**src/ssp_pkg.sv**
```systemverilog
// package: shared types and constants of the serial port controller
package ssp_pkg;

   // -----------------------------------------------------------------
   // reset values and fixed codes
   // -----------------------------------------------------------------
   localparam logic [15:0] BAUD_RELOAD_RST = 16'h0000;
   localparam logic [15:0] TX_BUFFER_RST   = 16'h0000;
   localparam logic [3:0]  CS_LINES_IDLE   = 4'hF;
   localparam logic [3:0]  WIDTH_MIN       = 4'h1;
   localparam logic [15:0] VEC_ERROR       = 16'hA004;
   localparam logic [15:0] VEC_RX          = 16'hA002;
   localparam logic [15:0] VEC_TX          = 16'h0000;
   localparam logic [15:0] VEC_TX_LOW      = 16'h0000;
   localparam logic [5:0]  CTRL_PAD        = 6'h00;
   localparam logic [17:0] GAP_MAX         = 18'h3_FFFE;
   localparam logic [17:0] GAP_ONE         = 18'h0_0001;

   // -----------------------------------------------------------------
   // field positions
   // -----------------------------------------------------------------
   localparam int ERR_RX_OVERRUN = 0;
   localparam int ERR_PHASE      = 1;
   localparam int ERR_RATE       = 2;
   localparam int ERR_TX_STALE   = 3;
   localparam int IRQ_TX         = 0;
   localparam int IRQ_RX         = 1;
   localparam int IRQ_ERR        = 2;

   // -----------------------------------------------------------------
   // types
   // -----------------------------------------------------------------
   typedef struct packed {
      logic       port_enable_bit;
      logic       master_select_bit;
      logic       clock_idle_level_bit;
      logic       clock_edge_phase_bit;
      logic       msb_first;
      logic [3:0] width;
      logic       auto_reinit_enable;
   } ssp_cfg_t;

   typedef struct packed {
      logic clk;
      logic master_out_slave_in_pin;
      logic master_in_slave_out_pin;
   } ssp_pins_t;

   typedef enum logic [3:0] {
      ST_IDLE  = 4'b0001,
      ST_LEAD  = 4'b0010,
      ST_SHIFT = 4'b0100,
      ST_TRAIL = 4'b1000
   } ssp_state_t;

endpackage

```
**src/ssp_baud_gen.sv**
```systemverilog
// module: reloading down-counter that paces the serial bit clock
module ssp_baud_gen
   import ssp_pkg::*;
(
   input  wire logic        mclk_in,
   input  wire logic        rst_in,
   input  wire logic        ce_in,
   input  wire logic        run_in,
   input  wire logic [15:0] reload_in,
   output logic      [15:0] count_out,
   output logic             half_tick_out,
   output logic             full_tick_out
);

   logic        pre;
   logic [15:0] count;
   logic [15:0] mid;

   // -----------------------------------------------------------------
   // prescaler and timer
   // -----------------------------------------------------------------
   always_ff @(posedge mclk_in or posedge rst_in) begin
      if (rst_in) begin
         pre <= 1'b0;
      end else if (ce_in) begin
         pre <= run_in ? ~pre : 1'b0;
      end
   end

   always_ff @(posedge mclk_in or posedge rst_in) begin
      if (rst_in) begin
         count <= BAUD_RELOAD_RST;
      end else if (ce_in) begin
         if (!run_in || full_tick_out) begin
            count <= reload_in;
         end else if (pre) begin
            count <= count - 16'h0001;
         end
      end
   end

   // -----------------------------------------------------------------
   // ticks: one per half bit, bit = 2 x (reload + 1) cycles
   // -----------------------------------------------------------------
   assign mid           = reload_in - {1'b0, reload_in[15:1]};
   assign full_tick_out = run_in && pre && (count == 16'h0000);
   assign half_tick_out = run_in && (count == mid) &&
                          (pre == reload_in[0]);
   assign count_out     = count;

endmodule // ssp_baud_gen

```
**src/ssp_ctrl.sv**
```systemverilog
// module: synchronous serial port controller, master or slave
//
// Contract
// - four chip selects follow each master transfer automatically
// - select leads and trails data by half bit
// - select used when its enable bit is zero
// - transmit request set when buffer empties
// - reloaded buffer continues shifting with no gap
// - pin equals port latch AND serial output
// - mode picks the serial input and output paths
// - sixteen bit down timer at half clock
// - baud read gives count enabled, reload disabled
// - bit rate is clock over 2(reload+1)
// - slave only detects transmit and rate errors
// - sticky error flags, enabled ones raise request
// - unread receive buffer overwritten, overrun flagged
// - input change near latch edge is phase error
// - slave clock off by factor two is error
// - rate error with auto reinit resets port
// - slave clocked without fresh buffer flags stale
// - each interrupt enabled by its mask bit
// - vector tags error and receive events
// - two to sixteen bits, right aligned data
// - frame end copies word, sets receive request
// - idle level and shifting edge are selectable
// - slave presents first bit on buffer load
module ssp_ctrl
   import ssp_pkg::*;
(
   input  wire logic              mclk_in,
   input  wire logic              rst_in,
   input  wire logic              ce_in,
   input  wire ssp_pkg::ssp_cfg_t cfg_in,
   input  wire logic [3:0]        cs_enable_in,
   input  wire logic [3:0]        err_enable_in,
   input  wire logic [2:0]        irq_mask_in,
   input  wire logic [15:0]       baud_reload_in,
   input  wire logic              baud_write_in,
   input  wire logic [15:0]       tx_data_in,
   input  wire logic              tx_write_in,
   input  wire logic              rx_read_in,
   input  wire logic [3:0]        err_clear_in,
   input  wire logic [2:0]        irq_ack_in,
   input  wire ssp_pkg::ssp_pins_t port_latch_in,
   input  wire ssp_pkg::ssp_pins_t pins_in,
   output ssp_pkg::ssp_pins_t     pins_out,
   output logic [3:0]             chip_select_line_n_out,
   output logic [15:0]            receive_buffer_out,
   output logic                   rx_full_out,
   output logic [3:0]             err_flags_out,
   output logic [2:0]             irq_req_out,
   output logic                   irq_out,
   output logic [31:0]            irq_vector_word_out,
   output logic [15:0]            baud_read_out,
   output logic                   busy_out
);

   // -----------------------------------------------------------------
   // helpers
   // -----------------------------------------------------------------
   function automatic logic out_bit(input logic [15:0] w,
                                    input logic msb,
                                    input logic [3:0] sel);
      out_bit = msb ? w[sel] : w[0];
   endfunction

   function automatic logic [15:0] shift_word(input logic [15:0] w,
                                              input logic din,
                                              input logic msb,
                                              input logic [3:0] sel);
      logic [15:0] r;
      r = msb ? {w[14:0], din} : {1'b0, w[15:1]};
      if (!msb) begin
         r[sel] = din;
      end
      shift_word = r;
   endfunction

   // -----------------------------------------------------------------
   // declarations
   // -----------------------------------------------------------------
   ssp_state_t  state;
   logic [15:0] transmit_buffer;
   logic [15:0] baud_reload_reg;
   logic [15:0] baud_count;
   logic [15:0] sr;
   logic [15:0] shifted;
   logic [15:0] next_sr;
   logic [15:0] port_control_reg;
   logic [17:0] gap;
   logic [17:0] interval;
   logic [17:0] h_cycles;
   logic [4:0]  edge_cnt;
   logic [4:0]  last_edge;
   logic [3:0]  wsel;
   logic [3:0]  new_err;
   logic [3:0]  err_flags;
   logic [2:0]  irq_req;
   logic [2:0]  din_hist;
   logic [1:0]  latch_dly;
   logic        half_tick;
   logic        full_tick;
   logic        tick;
   logic        run;
   logic        master;
   logic        tx_full;
   logic        tx_fresh;
   logic        sck;
   logic        dout;
   logic        rx_bit;
   logic        rx_full;
   logic        sclk_d;
   logic        slave_active;
   logic        din;
   logic        m_edge;
   logic        s_edge;
   logic        edge_now;
   logic        leading;
   logic        latch_edge;
   logic        shift_edge;
   logic        present_edge;
   logic        frame_done;
   logic        load_now;
   logic        tx_take;
   logic        lead_end;
   logic        slave_start;
   logic        reinit;
   logic        shift_in;

   // -----------------------------------------------------------------
   // baud generator
   // -----------------------------------------------------------------
   ssp_baud_gen u_baud (
      .mclk_in       (mclk_in),
      .rst_in        (rst_in),
      .ce_in         (ce_in),
      .run_in        (run && !(master && state == ST_IDLE)),
      .reload_in     (baud_reload_reg),
      .count_out     (baud_count),
      .half_tick_out (half_tick),
      .full_tick_out (full_tick)
   );

   always_ff @(posedge mclk_in or posedge rst_in) begin
      if (rst_in) begin
         baud_reload_reg <= BAUD_RELOAD_RST;
      end else if (ce_in && baud_write_in && !run) begin
         baud_reload_reg <= baud_reload_in;
      end
   end

   // -----------------------------------------------------------------
   // edge decoding
   // -----------------------------------------------------------------
   assign run       = cfg_in.port_enable_bit;
   assign master    = cfg_in.master_select_bit;
   assign tick      = half_tick || full_tick;
   assign wsel      = (cfg_in.width < WIDTH_MIN) ? WIDTH_MIN
                                                 : cfg_in.width;
   assign last_edge = {wsel, 1'b1};
   assign din       = master ? pins_in.master_in_slave_out_pin
                             : pins_in.master_out_slave_in_pin;
   assign m_edge    = master && (state == ST_SHIFT) && tick;
   assign s_edge    = !master && run && (pins_in.clk != sclk_d);
   assign edge_now  = master ? m_edge : s_edge;
   assign leading   = ~edge_cnt[0];
   assign latch_edge = edge_now &&
      (cfg_in.clock_edge_phase_bit ? !leading : leading);
   assign present_edge = edge_now &&
      (cfg_in.clock_edge_phase_bit ? leading : !leading);
   assign shift_edge = present_edge && (edge_cnt != 5'h00);
   assign frame_done = edge_now && (edge_cnt == last_edge);
   assign lead_end   = master && (state == ST_LEAD) && tick;
   assign slave_start = s_edge && !slave_active &&
                        (pins_in.clk != cfg_in.clock_idle_level_bit);
   assign load_now   = tx_full && run && !frame_done &&
      ((master && state == ST_IDLE) ||
       (!master && !slave_active && !s_edge));
   assign tx_take    = load_now || (frame_done && tx_full);
   assign reinit     = new_err[ERR_RATE] &&
                       cfg_in.auto_reinit_enable;

   always_comb begin
      shift_in = (frame_done && cfg_in.clock_edge_phase_bit) ? din : rx_bit;
      shifted  = shift_word(sr, shift_in, cfg_in.msb_first, wsel);
      next_sr  = sr;
      if (frame_done) begin
         next_sr = tx_full ? transmit_buffer : shifted;
      end else if (load_now) begin
         next_sr = transmit_buffer;
      end else if (shift_edge) begin
         next_sr = shifted;
      end
   end

   // -----------------------------------------------------------------
   // error detection
   // -----------------------------------------------------------------
   assign h_cycles = {2'b00, baud_reload_reg} + GAP_ONE;
   assign interval = gap + GAP_ONE;

   always_comb begin
      new_err = 4'h0;
      new_err[ERR_RX_OVERRUN] = frame_done && rx_full &&
                                !rx_read_in;
      new_err[ERR_PHASE] = latch_dly[1] &&
         !((din == din_hist[0]) && (din == din_hist[1]) &&
           (din == din_hist[2]));
      new_err[ERR_RATE] = !master && slave_active &&
         ((s_edge && (interval < (h_cycles >> 1))) ||
          (!s_edge && (interval > (h_cycles << 1))));
      new_err[ERR_TX_STALE] = slave_start && !tx_fresh;
   end

   always_ff @(posedge mclk_in or posedge rst_in) begin
      if (rst_in) begin
         din_hist  <= 3'h0;
         latch_dly <= 2'h0;
         sclk_d    <= 1'b0;
      end else if (ce_in) begin
         din_hist  <= {din_hist[1:0], din};
         latch_dly <= {latch_dly[0], latch_edge};
         sclk_d    <= pins_in.clk;
      end
   end

   always_ff @(posedge mclk_in or posedge rst_in) begin
      if (rst_in) begin
         gap <= 18'h0_0000;
      end else if (ce_in) begin
         if (s_edge || !slave_active) begin
            gap <= 18'h0_0000;
         end else if (gap != GAP_MAX) begin
            gap <= gap + GAP_ONE;
         end
      end
   end

   // -----------------------------------------------------------------
   // master sequencer
   // -----------------------------------------------------------------
   always_ff @(posedge mclk_in or posedge rst_in) begin
      if (rst_in) begin
         state <= ST_IDLE;
      end else if (ce_in) begin
         if (!run || !master) begin
            state <= ST_IDLE;
         end else begin
            case (state)
               ST_IDLE: begin
                  if (tx_full) begin
                     state <= ST_LEAD;
                  end
               end
               ST_LEAD: begin
                  if (tick) begin
                     state <= ST_SHIFT;
                  end
               end
               ST_SHIFT: begin
                  if (frame_done && !tx_full) begin
                     state <= ST_TRAIL;
                  end
               end
               ST_TRAIL: begin
                  if (tick) begin
                     state <= ST_IDLE;
                  end
               end
               default: begin
                  state <= ST_IDLE;
               end
            endcase
         end
      end
   end

   always_ff @(posedge mclk_in or posedge rst_in) begin
      if (rst_in) begin
         sck <= 1'b0;
      end else if (ce_in) begin
         if (state == ST_IDLE) begin
            sck <= cfg_in.clock_idle_level_bit;
         end else if (m_edge) begin
            sck <= ~sck;
         end
      end
   end

   // -----------------------------------------------------------------
   // slave framing and edge count
   // -----------------------------------------------------------------
   always_ff @(posedge mclk_in or posedge rst_in) begin
      if (rst_in) begin
         slave_active <= 1'b0;
         edge_cnt     <= 5'h00;
      end else if (ce_in) begin
         if (!run || reinit || frame_done) begin
            slave_active <= 1'b0;
            edge_cnt     <= 5'h00;
         end else begin
            if (slave_start) begin
               slave_active <= 1'b1;
            end
            if (edge_now && (master || slave_active || slave_start)) begin
               edge_cnt <= edge_cnt + 5'h01;
            end
         end
      end
   end

   // -----------------------------------------------------------------
   // shift path
   // -----------------------------------------------------------------
   always_ff @(posedge mclk_in or posedge rst_in) begin
      if (rst_in) begin
         sr     <= TX_BUFFER_RST;
         rx_bit <= 1'b0;
         dout   <= 1'b1;
      end else if (ce_in) begin
         sr <= next_sr;
         if (latch_edge) begin
            rx_bit <= din;
         end
         if (load_now && !master) begin
            dout <= out_bit(transmit_buffer, cfg_in.msb_first,
                            wsel);
         end else if (lead_end) begin
            dout <= out_bit(sr, cfg_in.msb_first, wsel);
         end else if (present_edge && !(frame_done && !tx_full)) begin
            dout <= out_bit(next_sr, cfg_in.msb_first, wsel);
         end
      end
   end

   // -----------------------------------------------------------------
   // transmit and receive buffers
   // -----------------------------------------------------------------
   always_ff @(posedge mclk_in or posedge rst_in) begin
      if (rst_in) begin
         transmit_buffer <= TX_BUFFER_RST;
         tx_full         <= 1'b0;
         tx_fresh        <= 1'b0;
      end else if (ce_in) begin
         if (tx_write_in) begin
            transmit_buffer <= tx_data_in;
         end
         tx_full  <= tx_write_in || (tx_full && !tx_take);
         tx_fresh <= tx_write_in || (tx_fresh && !slave_start);
      end
   end

   always_ff @(posedge mclk_in or posedge rst_in) begin
      if (rst_in) begin
         receive_buffer_out <= TX_BUFFER_RST;
         rx_full            <= 1'b0;
      end else if (ce_in) begin
         if (frame_done) begin
            receive_buffer_out <= shifted;
         end
         rx_full <= frame_done || (rx_full && !rx_read_in);
      end
   end

   // -----------------------------------------------------------------
   // flags and interrupt requests
   // -----------------------------------------------------------------
   always_ff @(posedge mclk_in or posedge rst_in) begin
      if (rst_in) begin
         err_flags <= 4'h0;
      end else if (ce_in) begin
         err_flags <= (err_flags & ~err_clear_in) | new_err;
      end
   end

   always_ff @(posedge mclk_in or posedge rst_in) begin
      if (rst_in) begin
         irq_req <= 3'h0;
      end else if (ce_in) begin
         irq_req[IRQ_TX] <= tx_take || (irq_req[IRQ_TX] &&
            !irq_ack_in[IRQ_TX] && !tx_write_in);
         irq_req[IRQ_RX] <= frame_done || (irq_req[IRQ_RX] &&
            !irq_ack_in[IRQ_RX] && !rx_read_in);
         irq_req[IRQ_ERR] <= (|(new_err & err_enable_in)) ||
            (irq_req[IRQ_ERR] && !irq_ack_in[IRQ_ERR]);
      end
   end

   assign port_control_reg = {CTRL_PAD, cfg_in};

   always_ff @(posedge mclk_in or posedge rst_in) begin
      if (rst_in) begin
         irq_out             <= 1'b0;
         irq_vector_word_out <= 32'h0000_0000;
      end else if (ce_in) begin
         irq_out <= |(irq_req & irq_mask_in);
         if (irq_req[IRQ_ERR]) begin
            irq_vector_word_out <= {VEC_ERROR, port_control_reg};
         end else if (irq_req[IRQ_RX]) begin
            irq_vector_word_out <= {VEC_RX, receive_buffer_out};
         end else begin
            irq_vector_word_out <= {VEC_TX, VEC_TX_LOW};
         end
      end
   end

   // -----------------------------------------------------------------
   // pins, chip selects and status
   // -----------------------------------------------------------------
   genvar gi;
   generate
      for (gi = 0; gi < 4; gi++) begin : g_cs
         always_ff @(posedge mclk_in or posedge rst_in) begin
            if (rst_in) begin
               chip_select_line_n_out[gi] <= 1'b1;
            end else if (ce_in) begin
               chip_select_line_n_out[gi] <= (state == ST_IDLE) ||
                  cs_enable_in[gi];
            end
         end
      end
   endgenerate

   always_ff @(posedge mclk_in or posedge rst_in) begin
      if (rst_in) begin
         pins_out <= '1;
      end else if (ce_in) begin
         pins_out.clk <= port_latch_in.clk &
            ((run && master) ? sck : 1'b1);
         pins_out.master_out_slave_in_pin <=
            port_latch_in.master_out_slave_in_pin &
            ((run && master) ? dout : 1'b1);
         pins_out.master_in_slave_out_pin <=
            port_latch_in.master_in_slave_out_pin &
            ((run && !master) ? dout : 1'b1);
      end
   end

   always_ff @(posedge mclk_in or posedge rst_in) begin
      if (rst_in) begin
         baud_read_out <= BAUD_RELOAD_RST;
         busy_out      <= 1'b0;
      end else if (ce_in) begin
         baud_read_out <= run ? baud_count : baud_reload_reg;
         busy_out      <= (state != ST_IDLE) || slave_active;
      end
   end

   assign rx_full_out   = rx_full;
   assign err_flags_out = err_flags;
   assign irq_req_out   = irq_req;

endmodule // ssp_ctrl

```
**config.mk**
```make
export PLATFORM = sky130hd
export DESIGN_NAME = ssp_ctrl
export DESIGN_NICKNAME = d
export VERILOG_FILES = /design/src/ssp_pkg.sv /design/src/ssp_baud_gen.sv /design/src/ssp_ctrl.sv
export SDC_FILE = /design/constraint.sdc
export NUM_CORES = 1
export LEC_CHECK = 0
export BUFFER_PORTS_ARGS = -buffer_cell sky130_fd_sc_hd__clkbuf_2
export CAP_MARGIN = 20
export CORE_MARGIN = 4
export CORE_UTILIZATION = 36
export DETAILED_ROUTE_END_ITERATION = 7
export PLACE_DENSITY_LB_ADDON = 0.1
export SLEW_MARGIN = 20
export SYNTH_ARGS = -nofsm -noshare
export SYNTH_HDL_FRONTEND = slang
export SYNTH_SLANG_ARGS = --single-unit
export TNS_END_PERCENT = 50
```
**constraint.sdc**
```tcl
create_clock -name mclk_in -period 5.9 [get_ports mclk_in]
set_input_delay 0 -clock mclk_in [delete_from_list [all_inputs] [get_ports mclk_in]]
set_output_delay 0 -clock mclk_in [all_outputs]
set_load 0.01 [all_outputs]
```
# Yosys cells after proc, flatten, opt, wreduce, memory -nomap -nowiden
# Index checks and enable logic that the tools add are counted.
# op_classes
n_eq_ne	18
n_addsub	5
n_bitwise	11
mux	50
n_lt_le_gt_ge	5
reduce_logical	112
# op_table
op	count
two-way mux 16 bit	9
two-way mux 32 bit	2
logical AND 1 bit	52
two-way mux 18 bit	2
two-way mux 4 bit	6
two-way mux 1 bit	23
logical OR 1 bit	22
adder 18 x 1 -> 18 bit (second input constant)	1
greater-than comparator 18 bit	1
logical NOT 1 bit	18
< comparator 18 x 16 -> 1 bit	1
inequality test 18 bit (second input constant)	1
AND reduction 2 bit	9
adder 16 x 1 -> 17 bit (second input constant)	1
bitwise mux 16 bit	1
equality test 16 bit	1
logical NOT 16 bit	1
one-hot mux 4 bit (4 select lines)	1
subtractor 16 x 1 -> 16 bit (second input constant)	1
subtractor 16 x 15 -> 16 bit	1
binary-select mux 1 bit (select 4 bit)	3
two-way mux 5 bit	2
nonzero test 2 bit	5
AND 4 bit	2
26 further kinds	35
# word_totals
input_bits	72
out_inout_bits	81
reg_bits	185

# Logic depth before layout (Yosys ltp)
# Gate-level depths: netlist of run 1.
# logic_depth
ltp_word	24
mapped_depth	18

# By module
# From an unflattened synthesis of run 1, not the netlist that was laid out.
# unflattened
hier_cells	1245
area_unflattened_um2	11328.4
# by_module_without_submodules
mod	n_inst	cells_each	seq_area_each_um2	area_each_um2
ssp_ctrl	1	944	3890.0	9122.5
ssp_baud_gen	1	301	425.4	2205.9

# Worst setup path after synthesis of run 1
# No wires, ideal clock.
# synth_timing
kind	reg-to-reg
from	register baud_reload_reg[0]
to	register dout
path_buffers	2
slack_ps	1534
required_time_ps	5809
arrival_ps	4275
stages_incl_launch_ff	18
cell_sequence	dfrtp_1 clkbuf_1 inv_1 ha_1 fa_1 nor2b_1 o221a_4 a311oi_1 or4_4 or4b_4 o21ba_4 o31a_1 buf_6 mux2_4 o211ai_2 o31ai_1 a211oi_2 o31ai_1
# synth_between
elab_chain_len	22
# synth_rtl
item	line	text
from (decl)	ssp_ctrl.sv:84	logic [15:0] baud_reload_reg;
from (signal assigned)	ssp_ctrl.sv:148	baud_reload_reg <= baud_reload_in;
subtractor 16 x 15 -> 16 bit	ssp_baud_gen.sv:45	assign mid = reload_in - {1'b0, reload_in[15:1]};
equality test 16 bit	ssp_baud_gen.sv:47	assign half_tick_out = run_in && (count == mid) &&
logical AND 1 bit	ssp_baud_gen.sv:47	
logical AND 1 bit *	ssp_baud_gen.sv:47	
logical OR 1 bit *	ssp_ctrl.sv:157	assign tick = half_tick || full_tick;
logical AND 1 bit	ssp_ctrl.sv:163	assign m_edge = master && (state == ST_SHIFT) && tick;
two-way mux 1 bit	ssp_ctrl.sv:165	assign edge_now = master ? m_edge : s_edge;
logical AND 1 bit	ssp_ctrl.sv:172	assign frame_done = edge_now && (edge_cnt == last_edge);
[6 not listed]	--	
two-way mux 16 bit	ssp_ctrl.sv:189	end else if (load_now) begin
two-way mux 16 bit	ssp_ctrl.sv:187	if (frame_done) begin
binary-select mux 1 bit (select 4 bit)	ssp_ctrl.sv:64	out_bit = msb ? w[sel] : w[0];
two-way mux 1 bit (implied by the code)	ssp_ctrl.sv:64	
two-way mux 1 bit	ssp_ctrl.sv:64	
two-way mux 1 bit	ssp_ctrl.sv:330	end else if (present_edge && !(frame_done && !tx_full)) begin
two-way mux 1 bit	ssp_ctrl.sv:328	end else if (lead_end) begin
two-way mux 1 bit	ssp_ctrl.sv:325	if (load_now && !master) begin
to (signal assigned)	ssp_ctrl.sv:326	dout <= out_bit(transmit_buffer, cfg_in.msb_first,
to (signal assigned)	ssp_ctrl.sv:329	dout <= out_bit(sr, cfg_in.msb_first, wsel);
to (signal assigned)	ssp_ctrl.sv:331	dout <= out_bit(next_sr, cfg_in.msb_first, wsel);
to (decl)	ssp_ctrl.sv:109	logic dout;
# Mark *: on every way between the ends. The rest lies on a longest branch, timed or not. The select of a mux whose other input is x is not followed.
# A chain may end at the register's enable or synchronous reset.

# Final worst setup path of run 1
# layout_timing
from	register baud_reload_reg[0]
to	register irq_req[2] (netlist: irq_req_out[2])
# layout_between
elab_chain_len	13
# layout_rtl
item	line	text
parallel branches: the longest is 10 deep, another holds < comparator 18 x 16 -> 1 bit	--	
AND 4 bit *	ssp_ctrl.sv:384	irq_req[IRQ_ERR] <= (|(new_err & err_enable_in)) ||
OR reduction 4 bit *	ssp_ctrl.sv:384	
logical OR 1 bit *	ssp_ctrl.sv:384	
to (signal, indexed assignment)	ssp_ctrl.sv:380	irq_req[IRQ_TX] <= tx_take || (irq_req[IRQ_TX] &&
to (signal, indexed assignment)	ssp_ctrl.sv:382	irq_req[IRQ_RX] <= frame_done || (irq_req[IRQ_RX] &&
to (signal, indexed assignment)	ssp_ctrl.sv:384	
to (decl)	ssp_ctrl.sv:98	logic [2:0] irq_req;
# Mark *: on every way between the ends.

==> run_results.csv, run 1 <==
group,metric,value,unit
power,ir_drop,0.217,mV
placement,dpl_cell_area,12800,um^2
placement,numPortBuffers,140,
cells_and_area,design_area,14000,um^2
power,powerDensity,315,nW/um^2
detailed_routing,postRouteAntennaNets,0,
global_routing,grt_pass1_wl,60500,um
timing,fmax,0.182,GHz
cells_and_area,largest_register_ffs,19,
cells_and_area,largest_register,"irq_vector_word_out",
clocking,numCtsBuffers,17,
global_routing,grt_antenna_before_repair,0,
yosys,syn_area_per_cell,8.85,um^2
min_path,worstHoldPathType,"in2reg",
worst_setup_path,cp.arrival,5890,ps
outcome,status,"complete, no violations",
timing,timing.hold.ws,78.2,ps
placement,hpwl,28200,um
floorplanning,rows,65,
yosys,yosys-top-cells-area,"dfrtp_1, ha_1, mux2_2, o21ai_0, nor2_1",
worst_setup_path,cp-start-kind,"register",
cells_and_area,num-fill-cells,3215,
global_routing,grt.overflow.total,0,
clocking,clk_pin_slew,80,ps
worst_setup_path,cpLargestDelayFamily,"simple AND/OR/NAND/NOR gates",
clocking,cts_tree,"done",
timing,drv_slew,0,
cells_and_area,n_antenna_cell,0,
yosys,synth_cells,1325,
worst_setup_path,path_depth,17,
yosys,yosysMostFrequentCell,"dfrtp_1",
floorplanning,die_area,35500,um^2
clocking,cts.sink_count,172,
detailed_routing,drc,0,
worst_setup_path,critPathCaptureType,"register",
timing,finalSetupTns,0,ps
timing,maxSlewHeadroom,36.3,%
floorplanning,die_w,189,um
timing,setup_viol,0,
cells_and_area,synthToLayoutAreaGrowth,19.6,%
placement,globalplace.congestion,0.948,
floorplanning,fp.coreArea,31900,um^2
floorplanning,die_h,189,um
yosys,synth_cell_types,84,
timing,fin_skew,17.2,ps
yosys,synth_commonest_cells,"dfrtp_1, nor2_1, nand2_1, o21ai_0, a21oi_1",
yosys,synth_top_area_share,34.8,%
cells_and_area,drive_gt1_share,18.4,%
timing,worst_pin_slew,954,ps
worst_setup_path,crit_top_cell,"dlygate4sd3_1",
timing,finalHoldViolations,0,
flow_run,maxCapViolCount,0,
detailed_routing,finalWirelength,38200,um
worst_setup_path,required,6290,ps
yosys,yosysWarnings,0,
cells_and_area,largestRegisters,"irq_vector_word_out: 19 flops, gap: 18 flops",
worst_setup_path,cp_max_fo,33,
cells_and_area,nNetsFinal,1629,
timing,rsz0062_at_grt,"false",
worst_setup_path,crit_type,"reg2reg",
global_routing,grt_usage,21.4,%
power,total_leakage_power,6.30,nW
timing,fin_crit,5510,ps
global_routing,grt_start_max_net_pins,75,
yosys,synthFlopType,"dfrtp_1",
yosys,synth_edf_count,0,
detailed_routing,drt_iter0_drc,849,
detailed_routing,wl_per_cell,19.7,um
worst_setup_path,crit_chain,"inv_1 -> ha_1 -> fa_1 -> nor2b_1 -> o221a_4 -> a311oi_1 -> or4_4 -> or4b_4 -> o21ba_4 -> nor2_1 -> nand2_1 -> buf_4 -> nor3b_2 -> a222oi_1 -> dlygate4sd3_1 -> o21ai_0 -> dlygate4sd3_1",
yosys,async_flop_share,100,%
clocking,clk_path_buf_depth,2,
worst_setup_path,timing.critical_path.slowest_cell_delay,590,ps
yosys,seq_area_frac_synth,36.8,%
timing,period_share,93.3,%
floorplanning,io_pins,153,
power,finalPower,4.41,mW
clocking,cts_root_buf,"clkbuf_16",
worst_setup_path,crit_slowest_cell,"dlygate4sd3_1",
detailed_routing,vias,10600,
clocking,cts_setup_buffers,0,
yosys,syn_area,11700,um^2
global_routing,grt_pass1_vias,10200,
worst_setup_path,cp_num_buf_inv,4,
worst_setup_path,reg2reg_depth,17,
floorplanning,start_util,36.8,%
clocking,clock_latency,460,ps
min_path,min_path_cells,3,
yosys,synth_seq_cells,172,
detailed_routing,first_pass_iters,5,
detailed_routing,via_per_inst,5.48,
clocking,cts_htree_levels,4,
yosys,yosysTopAreaCell,"dfrtp_1",
[final timing paths]
| path | from | slack, ps | end |
|---|---|---|---|
| max | baud_reload_reg[0] | 390 | irq_req_out[2] |
| min | cfg_in[8] | 80 | state[3] |
| max reg2reg | baud_reload_reg[0] | 390 | irq_req_out[2] |
| min reg2reg | pins_out[0] | 480 | pins_out[0] |
| max in group asynchronous | rst_in | 4430 | sr[13] |
| min in group asynchronous | rst_in | 210 | gap[7] |
[layout make-up]
class	instances	area [um^2]	share of cell area (%)
Multi-Input combinational cell	1025	6890	49.1
Sequential cell	172	4320	30.8
Timing Repair Buffer	215	1410	10.1
Tap cell	435	544	3.88
Clock buffer	17	425	3.03
Inverter	58	223	1.59
Clock inverter	15	210	1.50
[power by group]
group          internal (mW)  total (mW)  switching (mW)
clock network          0.623        1.22           0.597
logic                  0.655        1.57           0.916
registers               1.36        1.62           0.265
[cells by family (layout without fill, tap and decap cells)]
family | Yosys count | count (layout) | synth area share [%]
muxes | 91 | 91 | 8.53
and+or+nand+nor | 429 | 429 | 17.5
DFF | 172 | 172 | 36.8
other | 1 | 12 | 0.0320
AOI/OAI and AO/OA | 362 | 362 | 20.2
xor gates and xnor gates | 63 | 63 | 4.70
buffers and inverters | 139 | 305 | 4.99
adders and majority gates | 68 | 68 | 7.32
[placed cells by master (no fill, tap or decap), types with 10 or more instances in the layout]
cell and n:
o31ai_1 15, clkbuf_2 139, dfrtp_1 162, nand2_1 115, nor3_1 33, o21ai_0 94
or3_1 10, ha_1 67, mux2_2 48, xor2_1 22, buf_4 17, conb_1 12
nor2_1 126, a21o_1 16, clkbuf_16 17, a221oi_1 10, o22ai_1 14, xnor2_1 41
a211oi_1 23, and2_1 12, o21a_1 12, nand3_1 47, nand4_1 20, nor2b_1 15
a21oi_1 90, inv_1 56, mux2i_1 40, dlygate4sd3_1 59
[routing by layer]
metal  part of all wire (%)  vias to the layer above  routed length (um)  global-route usage [%]
met4                    1.2                        0                 461                    4.82
met1                     50                     5097               19300                    33.3
li1                       -                     5103                   -                       -
met2                     42                      387               16000                    31.2
met5                      0                        -                   0                       0
met3                    6.4                       36                2450                    3.45
[worst reg2reg max path: cells and delay by family (launching register included)]
| family | cells | cell delay (ps) |
|---|---|---|
| AND/OR/NAND/NOR | 6 | 1950 |
| buffers and inverters | 4 | 1520 |
| AO/OA/AOI/OAI | 5 | 860 |
| adder cells (fa/ha/maj) | 2 | 650 |
| flip-flops | 1 | 460 |
[what timing repair did]
action / 4_1_cts / 5_1_grt
setup endpoints to repair: 0 / 1
hold endpoints to repair: 119 / 0
gates resized for setup: 0 / 5
hold buffers: 59 / 0
[per-stage QoR]
step / instances / setup slack (ps) / utilization, %
3_3_place_gp: 1846 / 1050 / 40.1
5_1_grt: 1937 / 82.7 / 44.0
3_5_place_dp: 1846 / 925 / 40.1
4_1_cts: 1937 / 124 / 43.9
6_report: 1937 / 394 / 44.0
2_1_floorplan: 1336 / 1250 / -
(Power assumes the default switching activity.)
==> run 2: changes to the inputs <==
RECOVER_POWER = 100   (was unset)
==> run 2 against run 1 <==
Utilization is 0.44 points lower. Largest cell class unchanged. Via count is 0.34% lower. The flow now finishes with violations (max-capacitance violations, max-slew violations). Largest power group unchanged. Critical path depth stayed put.
==> run_results.csv, run 2 (synthesized netlist as in run 1, its figures left out) <==
group,metric,value,unit
detailed_routing,drc,0,
detailed_routing,first_pass_iters,5,
clocking,cts.sink_count,172,
cells_and_area,largestRegisters,"irq_vector_word_out: 19 flops, gap: 18 flops",
clocking,cts_root_buf,"clkbuf_16",
cells_and_area,drive_gt1_share,13.0,%
power,powerDensity,316,nW/um^2
global_routing,grt_pass1_wl,60500,um
floorplanning,die_h,189,um
clocking,cts_tree,"done",
global_routing,grt_usage,21.4,%
power,ir_drop,0.217,mV
detailed_routing,vias,10600,
worst_setup_path,crit_type,"reg2reg",
min_path,worstHoldPathType,"in2reg",
cells_and_area,final_common_cell,"dfrtp_1",
floorplanning,die_w,189,um
worst_setup_path,cp_max_fo,33,
power,total_leakage_power,6.05,nW
floorplanning,rows,65,
clocking,cts_htree_levels,4,
timing,rsz0062_at_grt,"false",
placement,place_ws,925,ps
detailed_routing,postRouteAntennaNets,0,
clocking,clk_path_buf_depth,2,
placement,globalplace.congestion,0.948,
clocking,cts_setup_buffers,0,
global_routing,grt_antenna_before_repair,0,
cells_and_area,n_antenna_cell,0,
timing,worst_pin_slew,3500,ps
timing,maxSlewHeadroom,-134,%
clocking,numCtsBuffers,17,
timing,finalHoldViolations,0,
timing,finalSetupTns,0,ps
floorplanning,fp.coreArea,31900,um^2
outcome,violations,"max-capacitance violations, max-slew violations",
placement,hpwl,28200,um
timing,fin_crit,5490,ps
cells_and_area,synthToLayoutAreaGrowth,18.4,%
cells_and_area,multiInputGateArea,6860,um^2
timing,fin_skew,16.8,ps
outcome,status,"finished, violations left",
clocking,clock_latency,460,ps
worst_setup_path,cp-start-kind,"register",
detailed_routing,via_per_inst,5.47,
cells_and_area,num-fill-cells,3255,
cells_and_area,seq_area,4320,um^2
flow_run,maxCapViolCount,5,
timing,period_share,93.0,%
detailed_routing,finalWirelength,38200,um
floorplanning,io_pins,153,
worst_setup_path,cp.arrival,5880,ps
placement,numPortBuffers,140,
floorplanning,start_util,36.8,%
worst_setup_path,required,6290,ps
timing,fin_ws,410,ps
global_routing,grt.overflow.total,0,
detailed_routing,drt_iter0_drc,838,
global_routing,grt_pass1_vias,10200,
detailed_routing,wl_per_cell,19.7,um
worst_setup_path,critPathCaptureType,"register",
cells_and_area,largest_register,"irq_vector_word_out",
cells_and_area,layout_common_cells,"dfrtp_1, nor2_1, nand2_1, o21ai_0, a21oi_1",
floorplanning,die_area,35500,um^2
global_routing,grt_start_max_net_pins,75,
cells_and_area,nNetsFinal,1629,
timing,drv_slew,271,
clocking,clk_pin_slew,80,ps
cells_and_area,largest_register_ffs,19,
timing,setup_viol,0,
timing,fmax,0.182,GHz
[run 2: changes by cell type in the layout (fill, tap and decap cells not counted), sizes merged]
cell,change
clkinvlp,+1
clkbuf,+6
inv,-1
buf,-6
[run 2: worst paths after layout]
kind	from	to	slack, ps	depth (start not counted)
max in group asynchronous	rst_in	baud_read_out[11]	1540	4
max reg2reg	baud_reload_reg[0]	irq_req_out[2]	410	17
min in group asynchronous	rst_in	gap[7]	1100	3
max	baud_reload_reg[0]	irq_req_out[2]	410	17
min	cfg_in[8]	state[3]	80	3
min reg2reg	pins_out[0]	pins_out[0]	480	2
[run 2: power breakdown]
group          switching, mW  internal [mW]  total, mW  leakage, nW
sequential             0.263           1.36       1.62         2.14
clock                  0.597          0.623       1.22        0.309
combinational          0.912          0.637       1.55         3.59
[run 2: per-layer routing]
layer	track usage, %	wire (um)	up-vias
met5	0	0	-
met4	4.82	468	0
met3	3.45	2490	31
met2	31.2	16000	378
met1	33.3	19300	5071
li1	-	-	5107
[run 2: cell type report]
type	instances	area share, %
Clock buffer	17	3.06
Tap cell	435	3.92
Inverter	58	1.58
Sequential cell	172	31.1
Timing Repair Buffer	215	9.42
Multi-Input combinational cell	1025	49.4
Clock inverter	15	1.51
[run 2: timing repair]
action / CTS / global route
resized for setup: 0 / 5
endpoints found under the hold margin: 119 / 0
hold buffers: 59 / 0
setup endpoints to repair: 0 / 1
[run 2: worst max-delay path: stages (launching register included)]
cell and delay (ps):
dfrtp_2 460, inv_1 90, ha_1 240, fa_1 410, nor2b_1 210, o221a_4 250
a311oi_1 150, or4_4 570, or4b_4 540, o21ba_4 260, nor2_1 250, nand2_1 80
buf_4 280, nor3b_2 260, a222oi_1 130, dlygate4sd3_1 590, o21ai_0 60, dlygate4sd3_1 570
[run 2: stage by stage]
step	hold slack (ps)	cells	area, um^2	utilization, %	power [mW]
5_1_grt	91.8	1937	13900	43.6	4.68
4_1_cts	41.9	1937	14000	43.9	4.44
3_5_place_dp	185	1846	12800	40.1	3.16
3_3_place_gp	188	1846	12800	40.1	3.16
2_1_floorplan	150	1336	11800	-	2.66
6_report	77.6	1937	13900	43.6	4.39
==> run 3: changes to the inputs <==
CORE_MARGIN = 1   (was 4)
MAX_ROUTING_LAYER = met4   (was unset)
SYNTH_HIERARCHICAL = 1   (was unset)
==> run 3 against run 2 <==
The flow finishes with violations (design-rule violations, max-capacitance violations, max-slew violations). Utilization up 0.32 points. Register-to-register slack better by 40 ps. Critical path depth up 3. Synthesized area decreased by 3.4%. Worst setup slack improved by 44 ps. Sequential cell count unchanged. Clock skew decreased by 5.5 ps. Design area fell by 2.8%. Maximum frequency up 0.80%. Worst hold slack worse by 10 ps. Count of clock-buffer cells in the layout is the same. Critical path type unchanged. Critical endpoint is now dout. Highest routed layer unchanged.
==> run_results.csv, run 3 <==
group,metric,value,unit
global_routing,grt_start_max_net_pins,102,
yosys,synth_commonest_cells,"dfrtp_1, nand2_1, nor2_1, a21oi_1, o21ai_0",
clocking,cts_tree,"done",
timing,fin_skew,11.3,ps
global_routing,grt_pass1_vias,9979,
power,ir_drop,0.217,mV
placement,hpwl,26300,um
floorplanning,die_w,179,um
yosys,async_flop_share,100,%
outcome,status,"finished, violations left",
worst_setup_path,crit_type,"reg2reg",
timing,rsz0062_at_grt,"false",
floorplanning,die_area,32200,um^2
yosys,yosysMostFrequentCell,"dfrtp_1",
yosys,synth_edf_count,0,
global_routing,grt_antenna_before_repair,0,
cells_and_area,largestRegisters,"irq_vector_word_out: 19 flops, gap: 18 flops",
yosys,yosysTopAreaCell,"dfrtp_1",
timing,timing.hold.ws,67.5,ps
detailed_routing,wl_per_cell,19.8,um
clocking,cts_htree_levels,4,
yosys,synth_cells,1245,
global_routing,grt_pass1_wl,56800,um
yosys,synthAdderAreaFrac,6.03,%
detailed_routing,postRouteAntennaNets,0,
power,total_leakage_power,5.94,nW
cells_and_area,final_cells,1833,
floorplanning,die_h,179,um
timing,fin_crit,5450,ps
timing,maxSlewHeadroom,-178,%
timing,worst_pin_slew,4170,ps
floorplanning,fp.coreArea,30700,um^2
yosys,syn_area,11300,um^2
global_routing,grt.overflow.total,0,
clocking,cts.sink_count,172,
detailed_routing,finalWirelength,36200,um
detailed_routing,drc,14,
timing,drv_slew,160,
timing,finalSetupTns,0,ps
floorplanning,io_pins,153,
yosys,synthFlopType,"dfrtp_1",
yosys,synthMuxAreaShare,9.44,%
timing,setup_viol,0,
clocking,clk_path_buf_depth,2,
yosys,synth_cell_types,90,
yosys,yosys-top-cells-area,"dfrtp_1, ha_1, mux2_2, nand2_1, nor2_1",
yosys,syn_area_per_cell,9.10,um^2
worst_setup_path,required,6260,ps
detailed_routing,vias,10200,
clocking,numCtsBuffers,17,
cells_and_area,layout_common_cells,"dfrtp_1, nand2_1, nor2_1, o21ai_0, a21oi_1",
yosys,synth_simple_gate_area_share,17.0,%
clocking,cts_setup_buffers,0,
yosys,synth_top_area_share,36.0,%
timing,fmax,0.184,GHz
yosys,synth_seq_cells,172,
cells_and_area,largest_register,"irq_vector_word_out",
worst_setup_path,cp.arrival,5810,ps
detailed_routing,first_pass_iters,8,
detailed_routing,drt_iter0_drc,684,
worst_setup_path,cp-start-kind,"register",
floorplanning,start_util,36.8,%
worst_setup_path,critPathCaptureType,"register",
cells_and_area,num-fill-cells,3146,
yosys,synth-xor-area-share,4.33,%
detailed_routing,via_per_inst,5.55,
placement,numPortBuffers,140,
cells_and_area,n_antenna_cell,0,
cells_and_area,largest_register_ffs,19,
yosys,synth_top_family_by_area,"compound AO/OA/AOI/OAI gates",
timing,period_share,92.3,%
clocking,clk_pin_slew,80,ps
worst_setup_path,cp_max_fo,9,
min_path,worstHoldPathType,"in2reg",
floorplanning,rows,64,
power,powerDensity,318,nW/um^2
outcome,violations,"design-rule violations, max-capacitance violations, max-slew violations",
cells_and_area,synthToLayoutAreaGrowth,19.1,%
clocking,cts_root_buf,"clkbuf_16",
cells_and_area,nNetsFinal,1550,
yosys,yosysWarnings,6,
cells_and_area,final_common_cell,"dfrtp_1",
placement,placed_cells,1741,
clocking,clock_latency,450,ps
flow_run,maxCapViolCount,2,
yosys,seq_area_frac_synth,38.1,%
timing,finalHoldViolations,0,
placement,globalplace.congestion,0.890,
global_routing,grt_usage,23.9,%
cells_and_area,drive_gt1_share,14.6,%
yosys,synth_compound_area_share,19.9,%
[run 3: changes by cell type in the layout (fill, tap and decap cells not counted), moves of 9 or more]
cell and delta:
nand2_1 +11, a22o_1 +16, a21oi_1 -11, o21ai_0 -12, o31ai_1 -14, nand3_1 -11
a211oi_1 -11, ha_1 -14, nor2_1 -9, nor3_1 -16, xnor2_1 -10
[run 3: through the flow]
stage                     utilization [%]  area [um^2]  total power, mW  setup WS, ps
final                                43.9        13500             4.29           454
after global routing                 43.9        13500             4.56          5.20
after CTS                            44.3        13600             4.33           363
after detailed placement             40.4        12400             3.11           406
after global placement               40.4        12400             3.13           420
after floorplan                         -        11400             2.61          1070
[run 3: what timing repair did]
item | CTS | global route
endpoints found under the hold margin | 172 | 0
endpoints found under the setup margin | 0 | 2
gates resized for setup | 0 | 1
hold buffers | 60 | 0
[run 3: report_power, final]
group | leakage, nW | switching, mW | internal, mW | total (mW)
clock network | 0.289 | 0.593 | 0.572 | 1.17
logic | 3.51 | 0.828 | 0.636 | 1.46
registers | 2.15 | 0.287 | 1.37 | 1.66
[run 3: critical path, cell delays in order, from the launching register on]
cell and delay (ps):
dfrtp_1 510, inv_1 130, ha_1 400, a211o_1 290, a21oi_1 340, o21ai_0 170, nand2_1 120, o311ai_0 140
nand4b_1 220, a2111oi_1 450, buf_4 210, o21a_1 140, a22oi_2 110, or4b_4 560, mux2i_2 290, clkbuf_1 230
o221ai_1 310, nand2_1 210, o221ai_1 150, nor4_1 240, a31oi_1 120
[run 3: worst paths after layout]
kind / depth (start not counted) / slack, ps / to / start
min in group asynchronous: 3 / 210 / u_baud/count_out[3] / rst_in
min: 3 / 70 / state[3] / cfg_in[8]
min reg2reg: 2 / 470 / pins_out[1] / pins_out[1]
max reg2reg: 20 / 450 / dout / baud_reload_reg[10]
max in group asynchronous: 4 / 1130 / irq_vector_word_out[11] / rst_in
max: 20 / 450 / dout / baud_reload_reg[10]
[run 3: layout make-up]
cell class,count,area (um^2),share of cell area [%]
repair buffers,227,1400,10.4
flip-flops and latches,172,4320,32.0
clock inverters,15,178,1.32
well taps,396,495,3.67
inverters,54,203,1.50
clock buffers,17,425,3.15
multi-input cells,952,6470,48.0
[run 3: logic make-up (layout without fill, tap and decap cells)]
group                      Yosys count  count (layout)
other                                1              12
and+or+nand+nor                    400             400
AOI/OAI and AO/OA                  335             335
adders and majority gates           54              54
muxes                               95              95
xor gates and xnor gates            56              56
buffers and inverters              132             313
DFF                                172             172
[run 3: per-layer routing]
| layer | track usage [%] | vias to the layer above | wire [um] |
|---|---|---|---|
| met5 | - | - | 0 |
| met4 | 6.27 | 0 | 604 |
| met3 | 3.35 | 36 | 1350 |
| met2 | 39.7 | 289 | 18000 |
| met1 | 30.4 | 4959 | 16300 |
| li1 | - | 4884 | - |
